`src/rtl/pls_pkg.sv`:
```
// Purpose: Shared constants for the synthesizer digital core and its serial host
// Assumes: One 20 MHz clock on both ends
// Notes:   Field positions follow the 24-bit word layout
//
// Overview of operation
// - Feedback ratio equals P times B plus A
// - Prescaler selectable 8/9, 16/17 or 32/33
// - Host flags ratio below P squared minus P but still sends it
// - B counter 13 bits, A counter 5 bits
// - Reference divider 14 bits, ratio 1 to 16383
// - Two bits select anti-backlash pulse width
// - Three bits select muxed test output source
// - Precision 0: lock after three good cycles
// - Precision 1: lock after five good cycles
// - Lock drops on error above 25 ns
// - Shift 24 bits on serial clock rise, MSB first
// - Load strobe rise copies word to selected latch
// - Selector: control, reference, A/B, test latch
// - Host never addresses the test latch
// - Band select at power-up and A/B write
// - Band select five cycles, tuning held meanwhile
// - Host order: reference, control, then A/B
// - Band clock divides reference output by 1,2,4,8
// - Two-bit core current and output level fields
// - Mute-until-locked holds output stage off
// - Bit 22 of A/B latch selects half rate
package pls_pkg;
	localparam int WORD_W = 24;

	// ----------------------------------------------------------------
	// Latch selector
	// ----------------------------------------------------------------
	localparam logic [1:0] SEL_CTRL = 2'h0;
	localparam logic [1:0] SEL_REF  = 2'h1;
	localparam logic [1:0] SEL_AB   = 2'h2;
	localparam logic [1:0] SEL_TEST = 2'h3;

	// ----------------------------------------------------------------
	// Field positions
	// ----------------------------------------------------------------
	localparam int PRE_LSB     = 22;
	localparam int OLEV_LSB    = 12;
	localparam int MUTE_BIT    = 11;
	localparam int OSEL_LSB    = 5;
	localparam int CRST_BIT    = 4;
	localparam int CORE_LSB    = 2;
	localparam int HALF_BIT    = 22;
	localparam int B_LSB       = 8;
	localparam int B_W         = 13;
	localparam int A_LSB       = 2;
	localparam int A_W         = 5;
	localparam int BSC_LSB     = 20;
	localparam int PREC_BIT    = 18;
	localparam int ABP_LSB     = 16;
	localparam int R_LSB       = 2;
	localparam int R_W         = 14;

	// ----------------------------------------------------------------
	// Timing and counts
	// ----------------------------------------------------------------
	localparam int CLK_PERIOD_NS = 50;
	localparam int LOCK_SET_NS   = 15;
	localparam int UNLOCK_NS     = 25;
	localparam int LOCK_CNT_LO   = 3;
	localparam int LOCK_CNT_HI   = 5;
	localparam int BAND_STEPS    = 5;
	localparam int BAND_SAR_STEPS = 3;
	localparam logic [2:0] BAND_INIT = 3'h4;

	// ----------------------------------------------------------------
	// Output multiplexer codes
	// ----------------------------------------------------------------
	localparam logic [2:0] MUX_LOW   = 3'h0;
	localparam logic [2:0] MUX_DLOCK = 3'h1;
	localparam logic [2:0] MUX_NDIV  = 3'h2;
	localparam logic [2:0] MUX_HIGH  = 3'h3;
	localparam logic [2:0] MUX_RDIV  = 3'h4;
	localparam logic [2:0] MUX_ALOCK = 3'h5;

	// ----------------------------------------------------------------
	// Host register map
	// ----------------------------------------------------------------
	localparam logic [7:0] HREG_WORD   = 8'h00;
	localparam logic [7:0] HREG_CMD    = 8'h04;
	localparam logic [7:0] HREG_STATUS = 8'h08;
	localparam int ST_BUSY  = 0;
	localparam int ST_TEST  = 1;
	localparam int ST_ORDER = 2;
	localparam int ST_RATIO = 3;

	typedef enum logic [2:0] {
		H_IDLE   = 3'b001,
		H_SHIFT  = 3'b010,
		H_STROBE = 3'b100
	} pls_hstate_t;

	typedef enum logic [1:0] {
		B_IDLE = 2'b01,
		B_RUN  = 2'b10
	} pls_bstate_t;

	// Prescaler modulus P from the two-bit select
	function automatic logic [5:0] pre_mod(input logic [1:0] sel);
		unique case (sel)
			2'h0:    pre_mod = 6'h08;
			2'h1:    pre_mod = 6'h10;
			default: pre_mod = 6'h20;
		endcase
	endfunction
endpackage

```
`src/rtl/pls_if.sv`:
```
`timescale 1ns/1ps
// Purpose: Three-wire serial link between host and synthesizer core
// Assumes: Host drives all three wires
// Notes:   No clocking block
interface pls_if;
	logic sclk;
	logic sdata;
	logic load_strobe;

	modport host (output sclk, output sdata, output load_strobe);
	modport dev  (input sclk, input sdata, input load_strobe);
endinterface

```
`src/rtl/pls_device.sv`:
```
`timescale 1ns/1ps
// Purpose: Digital core of an integer-N synthesizer
// Assumes: Serial, reference and VCO inputs are asynchronous pins, the prescaler is inside
// Notes:   Phase error is measured in whole clock cycles
module pls_device #(
	parameter int ERR_W = 8
) (
	input  wire logic       I_CLK,
	input  wire logic       I_RST,
	pls_if.dev              PINS,
	input  wire logic       I_REFERENCE_INPUT,
	input  wire logic       I_VCO_IN,
	output logic            O_LOCK,
	output logic            O_MUXED_TEST_OUTPUT,
	output logic            O_VCO_TUNING_INPUT_HOLD,
	output logic [2:0]      O_BAND,
	output logic [1:0]      O_CORE_CURRENT,
	output logic [1:0]      O_OUT_LEVEL,
	output logic [1:0]      O_BACKLASH_WIDTH,
	output logic            O_RF_ON,
	output logic            O_HALF_RATE_OUTPUT
);
	import pls_pkg::*;

	// ----------------------------------------------------------------
	// Pin synchronisers
	// ----------------------------------------------------------------
	logic [2:0]        sclk_sy, le_sy, ref_sy, vco_sy;
	logic [1:0]        sdat_sy;
	logic              sclk_rise, le_rise, ref_rise, vco_rise;

	always_ff @(posedge I_CLK or posedge I_RST) begin
		if (I_RST) begin
			sclk_sy <= '0;
			le_sy   <= '0;
			ref_sy  <= '0;
			vco_sy  <= '0;
			sdat_sy <= '0;
		end else begin
			sclk_sy <= {sclk_sy[1:0], PINS.sclk};
			le_sy   <= {le_sy[1:0], PINS.load_strobe};
			ref_sy  <= {ref_sy[1:0], I_REFERENCE_INPUT};
			vco_sy  <= {vco_sy[1:0], I_VCO_IN};
			sdat_sy <= {sdat_sy[0], PINS.sdata};
		end
	end

	assign sclk_rise = sclk_sy[1] & ~sclk_sy[2];
	assign le_rise   = le_sy[1] & ~le_sy[2];
	assign ref_rise  = ref_sy[1] & ~ref_sy[2];
	assign vco_rise  = vco_sy[1] & ~vco_sy[2];

	// ----------------------------------------------------------------
	// Shift register and latches
	// ----------------------------------------------------------------
	logic [WORD_W-1:0] shift_reg, ctrl_reg, ref_reg, ab_reg, test_reg;
	logic              ab_load_reg;

	always_ff @(posedge I_CLK or posedge I_RST) begin
		if (I_RST) begin
			shift_reg <= '0;
		end else if (sclk_rise) begin
			shift_reg <= {shift_reg[WORD_W-2:0], sdat_sy[1]};
		end
	end

	always_ff @(posedge I_CLK or posedge I_RST) begin
		if (I_RST) begin
			ctrl_reg    <= '0;
			ref_reg     <= '0;
			ab_reg      <= '0;
			test_reg    <= '0;
			ab_load_reg <= 1'b0;
		end else begin
			ab_load_reg <= 1'b0;
			if (le_rise) begin
				unique case (shift_reg[1:0])
					SEL_CTRL: ctrl_reg <= shift_reg;
					SEL_REF:  ref_reg  <= shift_reg;
					SEL_AB: begin
						ab_reg      <= shift_reg;
						ab_load_reg <= 1'b1;
					end
					SEL_TEST: test_reg <= shift_reg;
				endcase
			end
		end
	end

	logic [B_W-1:0]  b_val;
	logic [A_W-1:0]  a_val;
	logic [R_W-1:0]  r_val;
	logic [5:0]      p_val;
	logic            cnt_hold;

	assign b_val    = ab_reg[B_LSB +: B_W];
	assign a_val    = ab_reg[A_LSB +: A_W];
	assign r_val    = ref_reg[R_LSB +: R_W];
	assign p_val    = pre_mod(ctrl_reg[PRE_LSB +: 2]);
	assign cnt_hold = ctrl_reg[CRST_BIT];

	// ----------------------------------------------------------------
	// Prescaler and A/B counters
	// ----------------------------------------------------------------
	logic [5:0]      pre_cnt;
	logic            pre_out;
	logic [B_W-1:0]  b_left;
	logic [A_W-1:0]  a_left;
	logic            n_pulse;
	logic [5:0]      cur_mod;

	assign cur_mod = (a_left != '0) ? p_val + 6'h01 : p_val;

	always_ff @(posedge I_CLK or posedge I_RST) begin
		if (I_RST) begin
			pre_cnt <= '0;
			pre_out <= 1'b0;
		end else if (cnt_hold) begin
			pre_cnt <= '0;
			pre_out <= 1'b0;
		end else begin
			pre_out <= 1'b0;
			if (vco_rise) begin
				if (pre_cnt >= cur_mod - 6'h01) begin
					pre_cnt <= '0;
					pre_out <= 1'b1;
				end else begin
					pre_cnt <= pre_cnt + 6'h01;
				end
			end
		end
	end

	always_ff @(posedge I_CLK or posedge I_RST) begin
		if (I_RST) begin
			b_left  <= '0;
			a_left  <= '0;
			n_pulse <= 1'b0;
		end else if (cnt_hold) begin
			b_left  <= b_val;
			a_left  <= a_val;
			n_pulse <= 1'b0;
		end else begin
			n_pulse <= 1'b0;
			if (pre_out) begin
				if (b_left <= B_W'(1)) begin
					b_left  <= b_val;
					a_left  <= a_val;
					n_pulse <= 1'b1;
				end else begin
					b_left <= b_left - B_W'(1);
					if (a_left != '0) begin
						a_left <= a_left - A_W'(1);
					end
				end
			end
		end
	end

	// ----------------------------------------------------------------
	// Reference divider
	// ----------------------------------------------------------------
	logic [R_W-1:0]  r_cnt;
	logic            r_pulse;

	always_ff @(posedge I_CLK or posedge I_RST) begin
		if (I_RST) begin
			r_cnt   <= '0;
			r_pulse <= 1'b0;
		end else if (cnt_hold) begin
			r_cnt   <= '0;
			r_pulse <= 1'b0;
		end else begin
			r_pulse <= 1'b0;
			if (ref_rise) begin
				if (r_cnt + R_W'(1) >= r_val) begin
					r_cnt   <= '0;
					r_pulse <= 1'b1;
				end else begin
					r_cnt <= r_cnt + R_W'(1);
				end
			end
		end
	end

	// ----------------------------------------------------------------
	// Phase error measurement
	// ----------------------------------------------------------------
	logic             ref_wait, n_wait, pd_done;
	logic [ERR_W-1:0] err_cnt, pd_err;

	always_ff @(posedge I_CLK or posedge I_RST) begin
		if (I_RST) begin
			ref_wait <= 1'b0;
			n_wait   <= 1'b0;
			err_cnt  <= '0;
			pd_err   <= '0;
			pd_done  <= 1'b0;
		end else begin
			pd_done <= 1'b0;
			if (err_cnt != '1) begin
				err_cnt <= err_cnt + ERR_W'(1);
			end
			if (r_pulse && n_pulse) begin
				pd_err   <= '0;
				pd_done  <= 1'b1;
				ref_wait <= 1'b0;
				n_wait   <= 1'b0;
			end else if ((r_pulse && n_wait) || (n_pulse && ref_wait)) begin
				pd_err   <= err_cnt;
				pd_done  <= 1'b1;
				ref_wait <= 1'b0;
				n_wait   <= 1'b0;
			end else if (r_pulse || n_pulse) begin
				ref_wait <= r_pulse;
				n_wait   <= n_pulse;
				err_cnt  <= ERR_W'(1);
			end
		end
	end

	// ----------------------------------------------------------------
	// Digital lock detector
	// ----------------------------------------------------------------
	logic        lock_reg;
	logic [2:0]  good_cnt, good_need;
	logic        pd_good, pd_bad;

	assign pd_good   = (32'(pd_err) * CLK_PERIOD_NS) < LOCK_SET_NS;
	assign pd_bad    = (32'(pd_err) * CLK_PERIOD_NS) > UNLOCK_NS;
	assign good_need = ref_reg[PREC_BIT] ? 3'(LOCK_CNT_HI) : 3'(LOCK_CNT_LO);

	always_ff @(posedge I_CLK or posedge I_RST) begin
		if (I_RST) begin
			lock_reg <= 1'b0;
			good_cnt <= '0;
		end else if (pd_done) begin
			if (pd_bad) begin
				lock_reg <= 1'b0;
			end
			if (!pd_good) begin
				good_cnt <= '0;
			end else if (good_cnt + 3'h1 >= good_need) begin
				good_cnt <= good_need;
				lock_reg <= 1'b1;
			end else begin
				good_cnt <= good_cnt + 3'h1;
			end
		end
	end

	// ----------------------------------------------------------------
	// Band select
	// ----------------------------------------------------------------
	pls_bstate_t     bs_state;
	logic [2:0]      bs_div, bs_step, band_reg, bs_bit;
	logic            bs_tick, bs_run_reg;
	logic signed [7:0] bal;

	assign bs_tick = r_pulse && (bs_div == 3'((1 << ref_reg[BSC_LSB +: 2]) - 1));
	assign bs_bit  = 3'(BAND_INIT >> bs_step);

	always_ff @(posedge I_CLK or posedge I_RST) begin
		if (I_RST) begin
			bs_div <= '0;
		end else if (bs_tick) begin
			bs_div <= '0;
		end else if (r_pulse) begin
			bs_div <= bs_div + 3'h1;
		end
	end

	always_ff @(posedge I_CLK or posedge I_RST) begin
		if (I_RST) begin
			bal <= '0;
		end else if (bs_tick) begin
			bal <= '0;
		end else if (n_pulse != r_pulse) begin
			bal <= n_pulse ? bal + 8'sh01 : bal - 8'sh01;
		end
	end

	always_ff @(posedge I_CLK or posedge I_RST) begin
		if (I_RST) begin
			bs_state   <= B_RUN;
			bs_step    <= '0;
			band_reg   <= BAND_INIT;
			bs_run_reg <= 1'b1;
		end else begin
			unique case (bs_state)
				B_IDLE: begin
					if (ab_load_reg) begin
						bs_state   <= B_RUN;
						bs_step    <= '0;
						band_reg   <= BAND_INIT;
						bs_run_reg <= 1'b1;
					end
				end
				B_RUN: begin
					if (ab_load_reg) begin
						bs_step  <= '0;
						band_reg <= BAND_INIT;
					end else if (bs_tick) begin
						if (bs_step < 3'(BAND_SAR_STEPS)) begin
							band_reg <= (bal > 8'sh00) ? ((band_reg & ~bs_bit) | (bs_bit >> 1))
							                           : (band_reg | (bs_bit >> 1));
						end
						if (bs_step == 3'(BAND_STEPS - 1)) begin
							bs_state   <= B_IDLE;
							bs_run_reg <= 1'b0;
						end else begin
							bs_step <= bs_step + 3'h1;
						end
					end
				end
			endcase
		end
	end

	// ----------------------------------------------------------------
	// Outputs
	// ----------------------------------------------------------------
	logic n_tog, r_tog, mux_reg, rf_reg;

	always_ff @(posedge I_CLK or posedge I_RST) begin
		if (I_RST) begin
			n_tog <= 1'b0;
			r_tog <= 1'b0;
		end else begin
			n_tog <= n_tog ^ n_pulse;
			r_tog <= r_tog ^ r_pulse;
		end
	end

	always_ff @(posedge I_CLK or posedge I_RST) begin
		if (I_RST) begin
			mux_reg <= 1'b0;
		end else begin
			unique case (ctrl_reg[OSEL_LSB +: 3])
				MUX_DLOCK: mux_reg <= lock_reg;
				MUX_NDIV:  mux_reg <= n_tog;
				MUX_HIGH:  mux_reg <= 1'b1;
				MUX_RDIV:  mux_reg <= r_tog;
				MUX_ALOCK: mux_reg <= ~(ref_wait | n_wait);
				default:   mux_reg <= 1'b0;
			endcase
		end
	end

	always_ff @(posedge I_CLK or posedge I_RST) begin
		if (I_RST) begin
			rf_reg <= 1'b0;
		end else begin
			rf_reg <= ~ctrl_reg[MUTE_BIT] | lock_reg;
		end
	end

	assign O_LOCK                  = lock_reg;
	assign O_MUXED_TEST_OUTPUT     = mux_reg;
	assign O_VCO_TUNING_INPUT_HOLD = bs_run_reg;
	assign O_BAND                  = band_reg;
	assign O_CORE_CURRENT          = ctrl_reg[CORE_LSB +: 2];
	assign O_OUT_LEVEL             = ctrl_reg[OLEV_LSB +: 2];
	assign O_BACKLASH_WIDTH        = ref_reg[ABP_LSB +: 2];
	assign O_RF_ON                 = rf_reg;
	assign O_HALF_RATE_OUTPUT      = ab_reg[HALF_BIT];
endmodule // pls_device

```
`src/flat_wrapper.sv`:
```
// flat-port wrapper written by rule: the top's interface ports become plain ports
module pls_device_flat import pls_pkg::*;
#(
	parameter int ERR_W = 8
)
  (I_CLK, I_RST, I_REFERENCE_INPUT, I_VCO_IN, O_LOCK, O_MUXED_TEST_OUTPUT, O_VCO_TUNING_INPUT_HOLD, O_BAND, O_CORE_CURRENT, O_OUT_LEVEL, O_BACKLASH_WIDTH, O_RF_ON, O_HALF_RATE_OUTPUT, PINS_sclk, PINS_sdata, PINS_load_strobe);
  pls_if PINS_i ();
  input  wire logic I_CLK;
  input  wire logic I_RST;
  input  wire logic I_REFERENCE_INPUT;
  input  wire logic I_VCO_IN;
  output logic O_LOCK;
  output logic O_MUXED_TEST_OUTPUT;
  output logic O_VCO_TUNING_INPUT_HOLD;
  output logic [2:0] O_BAND;
  output logic [1:0] O_CORE_CURRENT;
  output logic [1:0] O_OUT_LEVEL;
  output logic [1:0] O_BACKLASH_WIDTH;
  output logic O_RF_ON;
  output logic O_HALF_RATE_OUTPUT;
  input wire logic [$bits(PINS_i.sclk)-1:0] PINS_sclk;
  input wire logic [$bits(PINS_i.sdata)-1:0] PINS_sdata;
  input wire logic [$bits(PINS_i.load_strobe)-1:0] PINS_load_strobe;
  assign PINS_i.sclk = PINS_sclk;
  assign PINS_i.sdata = PINS_sdata;
  assign PINS_i.load_strobe = PINS_load_strobe;
  pls_device #(.ERR_W(ERR_W)) u_core (.I_CLK(I_CLK), .I_RST(I_RST), .PINS(PINS_i), .I_REFERENCE_INPUT(I_REFERENCE_INPUT), .I_VCO_IN(I_VCO_IN), .O_LOCK(O_LOCK), .O_MUXED_TEST_OUTPUT(O_MUXED_TEST_OUTPUT), .O_VCO_TUNING_INPUT_HOLD(O_VCO_TUNING_INPUT_HOLD), .O_BAND(O_BAND), .O_CORE_CURRENT(O_CORE_CURRENT), .O_OUT_LEVEL(O_OUT_LEVEL), .O_BACKLASH_WIDTH(O_BACKLASH_WIDTH), .O_RF_ON(O_RF_ON), .O_HALF_RATE_OUTPUT(O_HALF_RATE_OUTPUT));
endmodule
```
`config.mk`:
```
export PLATFORM = sky130hd
export DESIGN_NAME = pls_device_flat
export DESIGN_NICKNAME = d
export VERILOG_FILES = /design/src/rtl/pls_pkg.sv /design/src/rtl/pls_if.sv /design/src/rtl/pls_device.sv /design/src/flat_wrapper.sv
export SDC_FILE = /design/constraint.sdc
export NUM_CORES = 1
export LEC_CHECK = 0
export ABC_CLOCK_PERIOD_IN_PS = 10300
export BUFFER_PORTS_ARGS = -buffer_cell sky130_fd_sc_hd__buf_2
export CORE_UTILIZATION = 33
export CTS_CLUSTER_DIAMETER = 40
export DETAILED_ROUTE_END_ITERATION = 7
export GPL_TIMING_DRIVEN = 1
export PLACE_DENSITY_LB_ADDON = 0.15
export SETUP_SLACK_MARGIN = 0.05
export SLEW_MARGIN = 10
export SYNTH_ARGS = -nofsm -noshare
export SYNTH_HDL_FRONTEND = slang
export SYNTH_SLANG_ARGS = --single-unit
export TNS_END_PERCENT = 10
```
`constraint.sdc`:
```
create_clock -name I_CLK -period 10.3 [get_ports I_CLK]
set_input_delay 1.03 -clock I_CLK [delete_from_list [all_inputs] [get_ports I_CLK]]
set_output_delay 1.03 -clock I_CLK [all_outputs]
set_load 0.02 [all_outputs]
```
==> impl_metrics.py <==
metrics = {
    "status": {
        "status": "finished clean",
    },
    "cts": {
        "post_cts_resized": 0,
        "path_clk_slew_ns": 0.07,
        "cts_buffers": 17,
        "clock_latency_ns": 0.43,
        "clk_path_buf_depth": 2,
        "ctsHoldBuffers": 0,
        "cts_tree": "yes",
        "cts_htree_levels": 4,
        "cts.sinks": 175,
        "cts-root-buf": "clkbuf_16",
        "post_cts_buffers": 0,
    },
    "power": {
        "internal-power_mw": 1.549,
        "pwr-share-clk": 0.261,
        "switching_power_mw": 0.8930,
        "leakagePower_nw": 4.890,
        "power_frac_seq": 0.422,
        "comb_power_share": 0.317,
        "vdd_drop_max_uv": 119.0,
        "p_per_area_mw_per_mm2": 235.6,
        "swShare": 0.3657,
        "total_power_mw": 2.442,
    },
    "job": {
        "drv_cap": 0,
    },
    "setup_path": {
        "cp_max_fo": 4,
        "max_stage_delay_ns": 0.47,
        "crit_required_ns": 10.63,
        "path_cells": "ha_1 > ha_1 > fa_1 > ha_1 > nor2b_1 > o2111a_1 > a211oi_1 > a21oi_1 > xor2_1 > o41ai_1",
        "start_kind": "flop",
        "slowest_stage": "fa_1",
        "path_class": "flop to flop",
        "critical_path.top_delay_family": "adder cells",
        "path_buf_inv": 0,
        "crit_path_end_kind": "flop",
        "cpMostUsedCell": "ha_1",
        "arrival_ns": 3.77,
    },
    "final_layout": {
        "layout-drive-gt1-share": 0.1508,
        "design_area_sq_mm": 0.01037,
        "antenna_cells": 0,
        "final_nets": 974,
        "largest_reg_flops": 24,
        "area_delta_synth_final_pct": 11.75,
    },
    "yosys": {
        "synth_top_family_by_area": "simple AND/OR/NAND/NOR gates",
        "syn_area_sq_mm": 0.009278,
        "synth_compound_area_frac": 0.1246,
        "synth_edf_count": 0,
        "synth.top_cells.by_count": "dfrtp_1, ha_1, nand2_1, o21ai_0, inv_1",
        "post_synth_mux_area_share": 0.08901,
        "synthTopCellsByArea": "dfrtp_1, ha_1, mux2_2",
        "syn_area_per_cell_sq_um": 10.59,
        "synth_xor_area_frac": 0.03493,
        "synth_nets": 961,
        "yosys_warnings": 0,
        "synth_top_area_cell": "dfrtp_1",
        "yosysMostFrequentCell": "dfrtp_1",
        "netlist.area_leader.share": 0.4666,
        "synth_ff_type": "dfrtp_1",
        "postSynth.asyncResetShare": 1.000,
        "synthAdderAreaFrac": 0.1084,
        "synth_cell_types": 66,
        "yosys.area_share.simple": 0.1291,
        "synth-seq-area-share": 0.4723,
        "synthCells": 876,
        "ys_seq_elements": 175,
    },
    "route": {
        "dr.pass1.iters": 4,
        "wire_per_inst_um": 14.14,
        "drt-initial-drc-count": 278,
        "ant_nets": 0,
        "routed_wirelength_um": 18110,
        "vias": 6209,
        "vias_per_cell": 4.851,
        "drcViolationCount": 0,
    },
    "global_route": {
        "grt_usage": 0.1376,
        "grt_pass1_vias": 6321,
        "antenna_found_initial": 0,
        "grt-ovfl-total": 0,
        "grt_pass1_wl_um": 31750,
        "grt_max_degree": 104,
    },
    "sta": {
        "fin_worst_skew_ns": 0.01128,
        "max_slew_margin": 0.2467,
        "worstMarginPinSlew_ns": 1.130,
        "setup_viol": 0,
        "rsz0062_at_grt": "false",
        "setup-tns-final_ns": 0,
        "finalHoldViolCount": 0,
        "fin_crit_ns": 3.442,
        "finalCritPeriodShare": 0.3342,
        "fmax_ghz": 0.2905,
        "slew_viol_final": 0,
    },
    "die": {
        "io_pins": 21,
        "die-area_sq_mm": 0.02879,
        "initial_core_util": 0.3349,
        "core_area_sq_mm": 0.02771,
        "chipWidth_um": 169.7,
        "row_count": 61,
        "die_y_um": 169.7,
    },
    "hold_path": {
        "min_path_type": "flop to flop",
    },
    "placement": {
        "placed_area_sq_mm": 0.009797,
        "hpwlAfterDp_um": 12490,
        "place.port_buffers": 20,
        "gp_congestion": 0.7799,
    },
}
[final cells by class]
cell class	instances	area, sq um
Timing Repair Buffer	28	160.2
Clock buffer	17	425.4
Sequential cell	175	4382
Inverter	61	236.5
Fill cell	2795	17340
Multi-Input combinational cell	606	4546
Clock inverter	15	145.1
Tap cell	378	473.0
[placed cells by master (no fill, tap or decap), types with 17 or more instances in the layout]
cell	n
clkbuf_16	17
nand2_1	66
o21ai_0	66
mux2_2	60
xor2_1	19
nand3_1	19
nor2_1	57
a21oi_1	30
buf_2	20
xnor2_1	18
inv_1	60
dfrtp_1	173
ha_1	74
[kinds of logic after synthesis]
logic type      Yosys count
xor+xnor                 37
fa+ha+maj                78
compound gates          179
buf+inv                  95
flops                   175
mux                      75
simple gates            237
[metrics by stage]
step / std cells / hold WS (ns) / utilization / worst slack, ns
floorplan: 876 / 0.3312 / - / 4.528
global placement: 1248 / 0.3335 / 0.3536 / 6.900
detailed placement: 1248 / 0.3347 / 0.3536 / 6.814
CTS: 1280 / 0.3500 / 0.3742 / 6.823
global route: 1280 / 0.3598 / 0.3742 / 6.533
finish: 1280 / 0.3503 / 0.3742 / 6.858
[metal layers]
layer | track usage | vias up | wire [um]
met5 | 0 | - | 0
met4 | 0.03643 | 0 | 180
met2 | 0.2186 | 33 | 8257
met1 | 0.1885 | 3047 | 9298
met3 | 0.02985 | 14 | 369
li1 | - | 3115 | -
[power groups by stage]
| stage | logic [mW] | registers (mW) | clock network (mW) |
|---|---|---|---|
| final | 0.775 | 1.03 | 0.637 |
| after global routing | 0.901 | 1.07 | 0.690 |
| after detailed placement | 0.785 | 1.05 | 0 |
| after CTS | 0.791 | 1.04 | 0.661 |
| after floorplan | 0.647 | 0.988 | 0 |
| after global placement | 0.779 | 1.05 | 0 |
[path summary, 6_finish.rpt]
| kind | startpoint | end | slack (ns) | cells past startpoint |
|---|---|---|---|---|
| max in group asynchronous | I_RST | u_core.err_cnt[2] | 8.22 | 3 |
| min in group asynchronous | I_RST | u_core.sclk_sy[0] | 0.68 | 2 |
| max | u_core.pd_err[2] | u_core.good_cnt[1] | 6.86 | 10 |
| max reg2reg | u_core.pd_err[2] | u_core.good_cnt[1] | 6.86 | 10 |
| min reg2reg | u_core.sdat_sy[0] | u_core.sdat_sy[1] | 0.35 | 0 |
| min | u_core.sdat_sy[0] | u_core.sdat_sy[1] | 0.35 | 0 |
Note: power is estimated with default switching activity, not from simulation.
